--- src/verilog/shsc_pkg.sv ---
// Shared constants and types of the standby halt/stop controller
package shsc_pkg;

  // Register byte offsets on the Avalon-MM slave
  localparam logic [3:0] SHSC_CFG_OFS = 4'h0;
  localparam logic [3:0] SHSC_STAT_OFS = 4'h4;
  localparam logic [3:0] SHSC_PORT_OFS = 4'h8;

  // Configuration register fields
  localparam int SHSC_CFG_SEL_LSB = 0;
  localparam int SHSC_CFG_SEL_W = 3;
  localparam int SHSC_CFG_EXT_PIN_BIT = 3;
  localparam int SHSC_CFG_SER_TMRB_BIT = 4;

  // Status register fields
  localparam int SHSC_STAT_ST_LSB = 0;
  localparam int SHSC_STAT_TAKE_BIT = 3;
  localparam int SHSC_STAT_FALLBACK_BIT = 4;
  localparam int SHSC_STAT_MISUSE_BIT = 5;

  // Reset values
  localparam logic [2:0] SHSC_SETTLE_SEL_RST = 3'h5;
  localparam logic [7:0] SHSC_PORT_RST = 8'h00;

  // Oscillation settle length is 2**(base + select) cycles
  localparam int SHSC_SETTLE_BASE_LOG2_DEF = 11;
  localparam int SHSC_SETTLE_CNT_W = 20;
  localparam logic [SHSC_SETTLE_CNT_W-1:0] SHSC_SETTLE_ONE = 20'h00001;

  // Wait after a halt release, in clocks
  localparam int SHSC_WAIT_CNT_W = 4;
  localparam int SHSC_WAIT_VEC_CYC = 8;
  localparam int SHSC_WAIT_NXT_CYC = 2;
  localparam logic [SHSC_WAIT_CNT_W-1:0] SHSC_WAIT_VEC_LOAD = 4'(SHSC_WAIT_VEC_CYC - 1);
  localparam logic [SHSC_WAIT_CNT_W-1:0] SHSC_WAIT_NXT_LOAD = 4'(SHSC_WAIT_NXT_CYC - 1);

  typedef enum logic [2:0] {
    ST_RUN,
    ST_HALT,
    ST_STOP,
    ST_SETTLE,
    ST_RST_SETTLE,
    ST_WAIT
  } shsc_state_t;

endpackage

--- src/verilog/shsc_standby_ctrl.sv ---
// Standby controller: HALT and STOP entry, release and peripheral gating
`timescale 1ns/100ps

// Summary of operation
// HALT release: high priority, enable picks vector
// Low priority vectors only with enable and in-service
// STOP entered from either CPU clock source
// Pending unmasked at STOP falls back to HALT
// STOP halts main oscillator and CPU clock
// Port latches hold their value in STOP
// Listed timers, converter, multiplier stop in STOP
// First timer counts only on external pin
// Serial port runs only on running timer_b
// Watchdog runs only if low-speed oscillator unstoppable
// Protection and external interrupt functions stay alive
// Software switches off high-speed oscillator before STOP
// STOP wake waits settle, then vector or next
// HALT release waits 8 or 2 clocks
// Reset in STOP acts after settle time
// Wake indication sampled every cycle in HALT and STOP, never lost
module shsc_standby_ctrl
  import shsc_pkg::*;
#(
  parameter int SETTLE_BASE_LOG2 = SHSC_SETTLE_BASE_LOG2_DEF
) (
  input wire logic clk, // 200 MHz system clock
  input wire logic arst_n, // Asynchronous reset, active low
  input wire logic [3:0] avs_address, // Avalon byte address
  input wire logic avs_read, // Avalon read request
  input wire logic avs_write, // Avalon write request
  input wire logic [31:0] avs_writedata, // Avalon write data
  input wire logic [3:0] avs_byteenable, // Avalon byte enables
  output logic [31:0] avs_readdata, // Avalon read data
  output logic avs_waitrequest, // Avalon wait request
  input wire logic halt_instr, // HALT instruction executed, pulse
  input wire logic stop_instr, // STOP instruction executed, pulse
  input wire logic hs_int_osc_running, // Internal high-speed osc active
  input wire logic irq_req_flag, // Highest pending request flag
  input wire logic interrupt_mask_flag, // Its mask flag
  input wire logic priority_select_flag, // Its priority flag
  input wire logic global_irq_enable_flag, // Acknowledge enable
  input wire logic in_service_priority_flag, // In-service priority
  input wire logic reset_req, // Reset source asserted
  input wire logic timer_b_running, // Second 8-bit timer is counting
  input wire logic wdt_osc_unstoppable, // Option: low-speed osc fixed on
  output logic cpu_clk_en, // CPU clock supply enable
  output logic main_osc_en, // Crystal / high-speed osc enable
  output logic [7:0] port_latch, // Port output latches
  output logic inv_timer_run, // Inverter control timer enable
  output logic timer16_run, // 16-bit timer enable
  output logic timer_b_8bit_run, // Second 8-bit timer enable
  output logic rt_port_run, // Real-time output port enable
  output logic adc_run, // A/D converter enable
  output logic muldiv_run, // Multiplier/divider enable
  output logic timer_a_run, // First 8-bit timer enable
  output logic async_serial_port_run, // Async serial interface enable
  output logic wdt_run, // Watchdog enable
  output logic always_on_run, // Hi-Z ctrl, POC, LVI, ext int enable
  output logic resume_next, // Continue at next instruction, pulse
  output logic vector_take, // Start vectored servicing, pulse
  output logic reset_proc, // Start reset processing, pulse
  output logic [2:0] standby_state // Current controller state
);

  typedef struct packed {
    shsc_state_t st;
    logic fallback;
    logic take_vec;
    logic [2:0] osc_settle_select;
    logic timer_a_ext_count_pin;
    logic ser_clk_timer_b;
    logic stop_misuse;
    logic [7:0] port;
    logic ack;
    logic [31:0] rdata;
    logic low_pwr;
    logic cpu_clk_en;
    logic osc_en;
    logic resume;
    logic vector;
    logic rst_proc;
  } shsc_regs_t;

  localparam shsc_regs_t SHSC_REGS_RST = '{
    st: ST_RUN,
    fallback: 1'b0,
    take_vec: 1'b0,
    osc_settle_select: SHSC_SETTLE_SEL_RST,
    timer_a_ext_count_pin: 1'b0,
    ser_clk_timer_b: 1'b0,
    stop_misuse: 1'b0,
    port: SHSC_PORT_RST,
    ack: 1'b0,
    rdata: 32'h00000000,
    low_pwr: 1'b0,
    cpu_clk_en: 1'b1,
    osc_en: 1'b1,
    resume: 1'b0,
    vector: 1'b0,
    rst_proc: 1'b0
  };

  shsc_regs_t s_q;
  shsc_regs_t s_d;

  logic wake;
  logic take_now;
  logic settle_load;
  logic settle_zero;
  logic [SHSC_SETTLE_CNT_W-1:0] settle_val;
  logic wait_load;
  logic wait_zero;
  logic [SHSC_WAIT_CNT_W-1:0] wait_val;
  logic bus_req;
  logic [31:0] rd_mux;

  shsc_irq_decide u_decide (
    .irq_req_flag(irq_req_flag),
    .interrupt_mask_flag(interrupt_mask_flag),
    .priority_select_flag(priority_select_flag),
    .global_irq_enable_flag(global_irq_enable_flag),
    .in_service_priority_flag(in_service_priority_flag),
    .wake(wake),
    .take_vec(take_now)
  );

  shsc_down_counter #(
    .W(SHSC_SETTLE_CNT_W)
  ) u_settle_cnt (
    .clk(clk),
    .arst_n(arst_n),
    .load(settle_load),
    .load_val(settle_val),
    .zero(settle_zero)
  );

  shsc_down_counter #(
    .W(SHSC_WAIT_CNT_W)
  ) u_wait_cnt (
    .clk(clk),
    .arst_n(arst_n),
    .load(wait_load),
    .load_val(wait_val),
    .zero(wait_zero)
  );

  // Settle length follows the select field at the moment of loading
  assign settle_val = (SHSC_SETTLE_ONE << (SETTLE_BASE_LOG2 + int'(s_q.osc_settle_select)))
                      - SHSC_SETTLE_ONE;

  assign bus_req = avs_read | avs_write;

  always_comb begin
    rd_mux = 32'h00000000;
    unique case (avs_address)
      SHSC_CFG_OFS: begin
        rd_mux[SHSC_CFG_SEL_LSB +: SHSC_CFG_SEL_W] = s_q.osc_settle_select;
        rd_mux[SHSC_CFG_EXT_PIN_BIT] = s_q.timer_a_ext_count_pin;
        rd_mux[SHSC_CFG_SER_TMRB_BIT] = s_q.ser_clk_timer_b;
      end
      SHSC_STAT_OFS: begin
        rd_mux[SHSC_STAT_ST_LSB +: 3] = 3'(s_q.st);
        rd_mux[SHSC_STAT_TAKE_BIT] = s_q.take_vec;
        rd_mux[SHSC_STAT_FALLBACK_BIT] = s_q.fallback;
        rd_mux[SHSC_STAT_MISUSE_BIT] = s_q.stop_misuse;
      end
      SHSC_PORT_OFS: begin
        rd_mux[7:0] = s_q.port;
      end
      default: begin
        rd_mux = 32'h00000000;
      end
    endcase
  end

  always_comb begin
    s_d = s_q;
    s_d.resume = 1'b0;
    s_d.vector = 1'b0;
    s_d.rst_proc = 1'b0;
    settle_load = 1'b0;
    wait_load = 1'b0;
    wait_val = SHSC_WAIT_NXT_LOAD;

    // One wait state: request seen, answer on the following edge
    s_d.ack = bus_req & ~s_q.ack;
    if (avs_read && !s_q.ack) begin
      s_d.rdata = rd_mux;
    end
    if (avs_write && s_q.ack && avs_byteenable[0]) begin
      unique case (avs_address)
        SHSC_CFG_OFS: begin
          s_d.osc_settle_select = avs_writedata[SHSC_CFG_SEL_LSB +: SHSC_CFG_SEL_W];
          s_d.timer_a_ext_count_pin = avs_writedata[SHSC_CFG_EXT_PIN_BIT];
          s_d.ser_clk_timer_b = avs_writedata[SHSC_CFG_SER_TMRB_BIT];
        end
        SHSC_STAT_OFS: begin
          if (avs_writedata[SHSC_STAT_MISUSE_BIT]) begin
            s_d.stop_misuse = 1'b0;
          end
        end
        SHSC_PORT_OFS: begin
          // Latches frozen while stopped
          if (!s_q.low_pwr) begin
            s_d.port = avs_writedata[7:0];
          end
        end
        default: begin
          s_d.port = s_q.port;
        end
      endcase
    end

    // Wake is looked at every cycle in HALT and STOP, and in RUN on a HALT or STOP instruction
    unique case (s_q.st)
      ST_RUN: begin
        if (stop_instr) begin
          // Flag misuse; set wins over a same-cycle clear
          if (hs_int_osc_running) begin
            s_d.stop_misuse = 1'b1;
          end
          if (wake) begin
            s_d.st = ST_SETTLE;
            s_d.fallback = 1'b1;
            settle_load = 1'b1;
          end else begin
            s_d.st = ST_STOP;
            s_d.fallback = 1'b0;
          end
        end else if (halt_instr) begin
          if (wake) begin
            s_d.st = ST_WAIT;
            s_d.take_vec = take_now;
            wait_load = 1'b1;
            wait_val = take_now ? SHSC_WAIT_VEC_LOAD : SHSC_WAIT_NXT_LOAD;
          end else begin
            s_d.st = ST_HALT;
          end
        end
      end
      ST_HALT: begin
        if (reset_req) begin
          s_d.st = ST_RUN;
          s_d.rst_proc = 1'b1;
        end else if (wake) begin
          s_d.st = ST_WAIT;
          s_d.take_vec = take_now;
          wait_load = 1'b1;
          wait_val = take_now ? SHSC_WAIT_VEC_LOAD : SHSC_WAIT_NXT_LOAD;
        end
      end
      ST_STOP: begin
        if (reset_req) begin
          s_d.st = ST_RST_SETTLE;
          settle_load = 1'b1;
        end else if (wake) begin
          s_d.st = ST_SETTLE;
          settle_load = 1'b1;
        end
      end
      ST_SETTLE: begin
        if (reset_req && !s_q.fallback) begin
          s_d.st = ST_RST_SETTLE;
          settle_load = 1'b1;
        end else if (settle_zero) begin
          s_d.st = ST_WAIT;
          s_d.fallback = 1'b0;
          s_d.take_vec = take_now;
          wait_load = 1'b1;
          wait_val = take_now ? SHSC_WAIT_VEC_LOAD : SHSC_WAIT_NXT_LOAD;
        end
      end
      ST_RST_SETTLE: begin
        if (settle_zero) begin
          s_d.st = ST_RUN;
          s_d.rst_proc = 1'b1;
        end
      end
      ST_WAIT: begin
        if (wait_zero) begin
          s_d.st = ST_RUN;
          s_d.vector = s_q.take_vec;
          s_d.resume = ~s_q.take_vec;
        end
      end
    endcase

    // Gating computed from the next state so outputs track state_q
    s_d.low_pwr = (s_d.st == ST_STOP) || (s_d.st == ST_RST_SETTLE) ||
                  ((s_d.st == ST_SETTLE) && !s_d.fallback);
    s_d.cpu_clk_en = (s_d.st == ST_RUN);
    // Only the main oscillator stops; low-speed one is not ours
    s_d.osc_en = (s_d.st != ST_STOP);
  end

  always_ff @(posedge clk or negedge arst_n) begin
    if (!arst_n) begin
      s_q <= SHSC_REGS_RST;
    end else begin
      s_q <= s_d;
    end
  end

  assign avs_waitrequest = bus_req & ~s_q.ack;
  assign avs_readdata = s_q.rdata;

  assign cpu_clk_en = s_q.cpu_clk_en;
  assign main_osc_en = s_q.osc_en;
  assign port_latch = s_q.port;
  assign standby_state = 3'(s_q.st);
  assign resume_next = s_q.resume;
  assign vector_take = s_q.vector;
  assign reset_proc = s_q.rst_proc;

  assign inv_timer_run = ~s_q.low_pwr;
  assign timer16_run = ~s_q.low_pwr;
  assign timer_b_8bit_run = ~s_q.low_pwr;
  assign rt_port_run = ~s_q.low_pwr;
  assign adc_run = ~s_q.low_pwr;
  assign muldiv_run = ~s_q.low_pwr;
  assign timer_a_run = ~s_q.low_pwr | s_q.timer_a_ext_count_pin;
  // Serial port clocked by timer_b output can keep working
  assign async_serial_port_run = ~s_q.low_pwr |
                                 (s_q.ser_clk_timer_b & timer_b_running);
  assign wdt_run = ~s_q.low_pwr | wdt_osc_unstoppable;
  assign always_on_run = 1'b1;

endmodule

--- src/verilog/shsc_irq_decide.sv ---
// Wake and vector decision for the highest pending maskable request
`timescale 1ns/100ps
module shsc_irq_decide (
  input wire logic irq_req_flag, // Request flag of the pending source
  input wire logic interrupt_mask_flag, // Mask flag of that source
  input wire logic priority_select_flag, // 1 = low priority
  input wire logic global_irq_enable_flag, // Acknowledge enable
  input wire logic in_service_priority_flag, // In-service priority
  output logic wake, // Unmasked request present
  output logic take_vec // Request will be vectored
);

  // Masked request never wakes, so standby stays held
  assign wake = irq_req_flag & ~interrupt_mask_flag;

  // Low priority needs both enable and in-service flag set
  assign take_vec = wake & (priority_select_flag ?
                    (global_irq_enable_flag & in_service_priority_flag) :
                    global_irq_enable_flag);

endmodule

--- src/verilog/shsc_down_counter.sv ---
// Loadable down counter used for settle and release waits
`timescale 1ns/100ps
module shsc_down_counter #(
  parameter int W = 4
) (
  input wire logic clk, // Clock
  input wire logic arst_n, // Asynchronous reset, active low
  input wire logic load, // Load strobe
  input wire logic [W-1:0] load_val, // Value to load
  output logic zero // Count has reached zero
);

  typedef struct packed {
    logic [W-1:0] cnt;
  } shsc_cnt_t;

  shsc_cnt_t cnt_q;
  shsc_cnt_t cnt_d;

  always_comb begin
    cnt_d = cnt_q;
    if (load) begin
      cnt_d.cnt = load_val;
    end else if (cnt_q.cnt != '0) begin
      cnt_d.cnt = cnt_q.cnt - W'(1);
    end
  end

  always_ff @(posedge clk or negedge arst_n) begin
    if (!arst_n) begin
      cnt_q <= '0;
    end else begin
      cnt_q <= cnt_d;
    end
  end

  assign zero = (cnt_q.cnt == '0);

endmodule

--- config.mk ---
export PLATFORM = sky130hd
export DESIGN_NAME = shsc_standby_ctrl
export DESIGN_NICKNAME = d
export VERILOG_FILES = /design/src/verilog/shsc_pkg.sv /design/src/verilog/shsc_standby_ctrl.sv /design/src/verilog/shsc_irq_decide.sv /design/src/verilog/shsc_down_counter.sv
export SDC_FILE = /design/constraint.sdc
export NUM_CORES = 1
export LEC_CHECK = 0
export BUFFER_PORTS_ARGS = -buffer_cell sky130_fd_sc_hd__buf_2
export CAP_MARGIN = 30
export CORE_ASPECT_RATIO = 2
export CORE_MARGIN = 8
export CORE_UTILIZATION = 57
export DETAILED_ROUTE_END_ITERATION = 10
export MAX_ROUTING_LAYER = met4
export PLACE_DENSITY = 0.86
export SLEW_MARGIN = 20
export SYNTH_ARGS = -nofsm -noshare
export SYNTH_HDL_FRONTEND = slang
export SYNTH_SLANG_ARGS = --single-unit
--- constraint.sdc ---
create_clock -name clk -period 7 [get_ports clk]
set_clock_uncertainty 0.2 [all_clocks]
set_input_delay 0 -clock clk [delete_from_list [all_inputs] [get_ports clk]]
set_output_delay 0 -clock clk [all_outputs]
set_load 0.02 [all_outputs]
After elaboration in Yosys (flattened, before gate mapping) --
Index checks and enable logic that the tools add are counted.
Word-level totals: bits in registers 58, output and inout bits 59
Operators by class: $add $sub $neg 4, equal/unequal tests 16, shift-type cells 1, muxes and demuxes 60, bitwise operators 13, reduce and logical (&&, ||, !) cells 23
Operator list (number):
- two-way mux 20 bit | 2
- subtractor 20 x 1 -> 20 bit (second input constant) | 2
- two-way mux 3 bit | 13
- two-way mux 4 bit | 6
- two-way mux 1 bit | 21
- zero test 20 bit | 1
- nonzero test 20 bit | 1
- left shift 1 x 5 -> 20 bit (first input constant) | 1
- case mux 3 bit (6 select lines) | 1
- two-way mux 8 bit | 2
- case mux 5 bit (3 select lines) | 1
- equality test 3 x 2 -> 1 bit (second input constant) | 4
- case mux 4 bit (3 select lines) | 1
- two-way mux 2 bit | 5
- != test 2 bit (second input constant) | 5
- equality test 3 bit (second input constant) | 3
- two-way mux 9 bit | 1
- case mux 1 bit (3 select lines) | 3
- zero test 4 bit | 2
- zero test 3 bit | 2
- case mux 1 bit (2 select lines) | 3
- AND reduction 6 bit | 1
- adder 4 x 3 -> 5 bit (first input constant) | 1
- bitwise AND 1 bit | 5
- 16 further kinds | 30

Logic depth before layout (Yosys ltp) --
depth after elaboration 9, gate-level depth with buffers 17

Cells and area by module --
A second synthesis with hierarchy kept.
Second synthesis, totals: cell total of the unflattened synthesis 463, area, all modules 4045.1 um^2
By module, submodules not included:
- shsc_standby_ctrl | instances 1, cells each 315, area an instance 2582.5 um^2
- shsc_down_counter at u_settle_cnt | instances 1, cells each 123, area an instance 1202.4 um^2
- shsc_down_counter at u_wait_cnt | instances 1, cells each 22, area an instance 234.0 um^2
- shsc_irq_decide | instances 1, cells each 3, area an instance 26.3 um^2

Worst setup path after synthesis --
OpenSTA, ideal clock, no wires.
kind register to register, start register s_q (netlist bit standby_state[2]), end register u_settle_cnt.cnt_q[16] (netlist name), setup time 0.125 ns, data arrival time 3.648 ns, slack 3.027 ns, stages on the path, launching flop included 18, path buffers 6, clock period less this slack 3.973 ns, cell sequence dfrtp_1 -> buf_2 -> nor2b_2 -> or3b_2 -> clkbuf_1 -> and3_1 -> buf_2 -> buf_2 -> clkbuf_1 -> buf_1 -> a21oi_1 -> ha_1 -> inv_1 -> a41oi_1 -> o21ai_2 -> a2111oi_4 -> nand3_1 -> mux2_2
Between the ends: word-level cells in the longest chain between the ends 3
Ends and longest elaborated chain:
- start: declaration | line shsc_standby_ctrl.sv:103 | shsc_regs_t s_q;
- start signal: assignment | line shsc_standby_ctrl.sv:298 | s_q <= SHSC_REGS_RST;
- start signal: assignment | line shsc_standby_ctrl.sv:300 | s_q <= s_d;
- equality test 3 x 2 -> 1 bit / zero test 3 bit (equally long branches) | line shsc_standby_ctrl.sv:215 | unique case (s_q.st)
- case mux 1 bit (3 select lines) (*) | line shsc_standby_ctrl.sv:215
- two-way mux 20 bit / nonzero test 2 bit (equally long branches)
- end signal: assignment | line shsc_down_counter.sv:33 | cnt_q <= cnt_d;
- end: declaration | line shsc_down_counter.sv:17 | shsc_cnt_t cnt_q;
Mark *: on every way between the ends. The rest lies on a longest branch, timed or not. A chain may end at the register's enable or synchronous reset.

Worst setup path after layout --
Same ends and word-level chain as after synthesis.

==> metrics.txt <==
status=completed; DRC errors left=0; Crit Path Class=flop to flop; sequential share of the synthesized area=36.5%; Routed Antenna Nets=0; Routed Wire Length=10400 um; Startpoint Class=flop; total CTS buffers=9; Compound-Gate Fraction of Synth Area=14.6%; Peak VDD IR=0.000294 V; Yosys cell types=62; Num Clock Sinks=58; Rows=43; Layout Cells excl Fill=586; port bufs=61; CP Data Arrival Time=4.48 ns; Clock Path Buffers=2; crit path buf inv count=2; Max Cap Violations=0; syn avg cell area=8.93 sq um; Worst-Skew Late Latency=0.33 ns; clk slew on worst S/H paths=0.05 ns; crit-path max FO=33; Hold Fails Final Rpt=0; clock period minus worst slack=4.46 ns; Achievable Freq=0.224 GHz; detailed-router iteration count before antenna repair=5; antenna violations before repair=0; io pins=114; largest net degree at the start of global routing=59; Final HPWL DP=7400 um; post-CTS resize count=0; synthesized instance count=447; final slew viol count=0; reg2reg setup slack=2.54 ns; Pleak=2.02 nW; gr ovfl total=0; die height=134 um; Synth area leaders=dfrtp_1 (34%), buf_4 (9.2%), mux2_2 (4.8%); setup bufs post-CTS=0; most common cell in the netlist=dfrtp_1; routed vias=3460; mux contribution to synthesized area=7.93%; Synth top area share=33.9%; Power Density=390 nW/um^2; hold_buf cts=21; simple-gate portion of the synthesized area=22.0%; Post-Place Cells=549; R2R cell count=12; Top delay family on crit path=simple AND/OR/NAND/NOR gates; Worst setup startpoint=standby_state[2]; first-pass GRT wire length=16900 um; Root Buffer=clkbuf_16; main combinational cell family by area after synthesis=simple AND/OR/NAND/NOR gates; cell area after synthesis=3990 sq um; capture point of the worst path=u_settle_cnt.cnt_q[16]; ratio of cells with drive above 1 in the final layout=23.2%; Worst Hold Class=input port to flop; CORE AREA=6890 sq um; Reg-to-Reg End=u_settle_cnt.cnt_q[16]; YS warnings=0; TritonCTS clock tree=built; Placer Congestion=0.976; Setup Viol. Count Final=0; Inserted Diodes=0; Routed WL per cell=17.8 um; Post-synth top cells=dfrtp_1 (54), buf_4 (49), nand2_1 (40), nor2_1 (40), a21oi_1 (25); crit share post-route=63.7%; dominant synthesized flop cell=dfrtp_1; initial core utilization=58.0%; Slew Limit Headroom=33.6%; crit end category=flop; vias per cell=5.90; Die Wd=75.2 um; DRT iter0 DRCs=364; xor/xnor cell area share of the yosys netlist=5.05%; CP Data Required Time=7.02 ns; worst r2r src=standby_state[2]; peak per-stage delay on the critical path=0.91 ns; #FFs+latches synth=58; full die area=10100 sq um; worst path cell trace=nor4b_1 > nand2_1 > and3_1 > buf_4 > a21oi_1 > ha_1 > inv_1 > a41oi_1 > o21ai_2 > a2111oi_4 > nand3_1 > mux2_2; asr flop ratio synth=100%; vias in the first global route=3549; Post-synth EDFFs=0; Tot GR Track Use=22.2%; Worst Tran Pin Value=0.983 ns; CTS HTree Levels=3; setup TNS=0 ns; Synth area leader=dfrtp_1; CP max-delay cell=nor4b_1; fin nets=549; WP depth=12; Adder-Cell Fraction of Synth Area=0.940%; synthesis-to-layout area growth=13.6%; RSZ-0062 raised after global routing=false
## layout make-up
class	count	area [sq um]
fill	567	2350
multi-input combinational	329	2110
sequential	58	1460
timing repair buffer	84	531
clock buffer	13	250
tap	90	113
clock inverter	3	40.0
inverter	9	33.8
## metrics by stage
| stage | util [%] | cell area (sq um) | hold slack (ns) | worst slack [ns] | power (W) |
|---|---|---|---|---|---|
| after floorplan | - | 4080 | -0.496 | 3.03 | 0.00117 |
| after global placement | 58.6 | 4030 | -0.0234 | 2.68 | 0.00128 |
| after detailed placement | 58.6 | 4040 | -0.00741 | 2.69 | 0.00131 |
| after CTS | 65.9 | 4540 | 0.0208 | 2.61 | 0.00176 |
| after global routing | 65.9 | 4540 | 0.0750 | 2.37 | 0.00186 |
| final | 65.9 | 4540 | 0.0245 | 2.54 | 0.00177 |
## worst reg2reg max path, delay by kind of cell (launching register included)
kind | cells | cell delay (ns)
buffers and inverters | 2 | 0.30
and+or+nand+nor | 4 | 1.52
DFF | 1 | 0.63
adders and majority gates | 1 | 0.23
muxes | 1 | 0.30
AOI/OAI and AO/OA | 4 | 1.18
## cells in the final DEF, fill, tap and decap left out, types with 7 or more instances in the layout
cell type / n
xor2_1: 10
mux2i_1: 11
nand2_1: 40
nand3_1: 13
dfrtp_1: 54
clkbuf_16: 9
nor3b_1: 7
nor3_1: 13
a21oi_1: 25
mux2_2: 17
nor2_1: 40
buf_2: 61
nand2b_1: 12
conb_1: 25
nor2b_1: 8
o21ai_0: 16
dlygate4sd3_1: 21
xnor2_1: 13
inv_1: 9
o22ai_1: 9
## state kept, by name, summed over array words and instances, names as in the netlist
| register | flops |
|---|---|
| resume_next | 1 |
| standby_state | 3 |
| port_latch | 8 |
| s_q | 10 |
| avs_readdata | 8 |
| cpu_clk_en | 1 |
| reset_proc | 1 |
| main_osc_en | 1 |
| u_wait_cnt.cnt_q | 4 |
| u_settle_cnt.cnt_q | 20 |
| vector_take | 1 |
## worst min-delay path by stage
stage | from | endpoint | slack (ns) | cells after the start
2_1_floorplan | arst_n | avs_readdata[0] | -0.50 | 0
3_5_place_dp | arst_n | u_settle_cnt.cnt_q[14] | -0.007 | 2
4_1_cts | avs_address[2] | avs_readdata[5] | 0.02 | 5
6_report | avs_address[2] | avs_readdata[5] | 0.02 | 5
5_1_grt | irq_req_flag | s_q[54] | 0.07 | 4
3_3_place_gp | arst_n | port_latch[1] | -0.02 | 2
## logic make-up after synthesis
kind of cell	count (synthesis)
AND/OR/NAND/NOR	165
AO/OA/AOI/OAI	84
buffers and inverters	83
flip-flops	58
multiplexers	29
XOR/XNOR	23
adder cells (fa/ha/maj)	3
other	2
## report_power, final
part | leakage (nW) | internal, W | switching, W
sequential | 0.741 | 0.000436 | 0.000129
combinational | 1.13 | 0.000315 | 0.000456
clock | 0.144 | 0.000284 | 0.000148
total | 2.02 | 0.00103 | 0.000733
## metal layers
metal | track usage, % | part of all wire [%]
met2 | 38.5 | 55
met1 | 21.3 | 35
met5 | - | 0
met4 | 13.7 | 4.6
met3 | 4.26 | 5.4
Note: power is estimated with default switching activity, not from simulation.
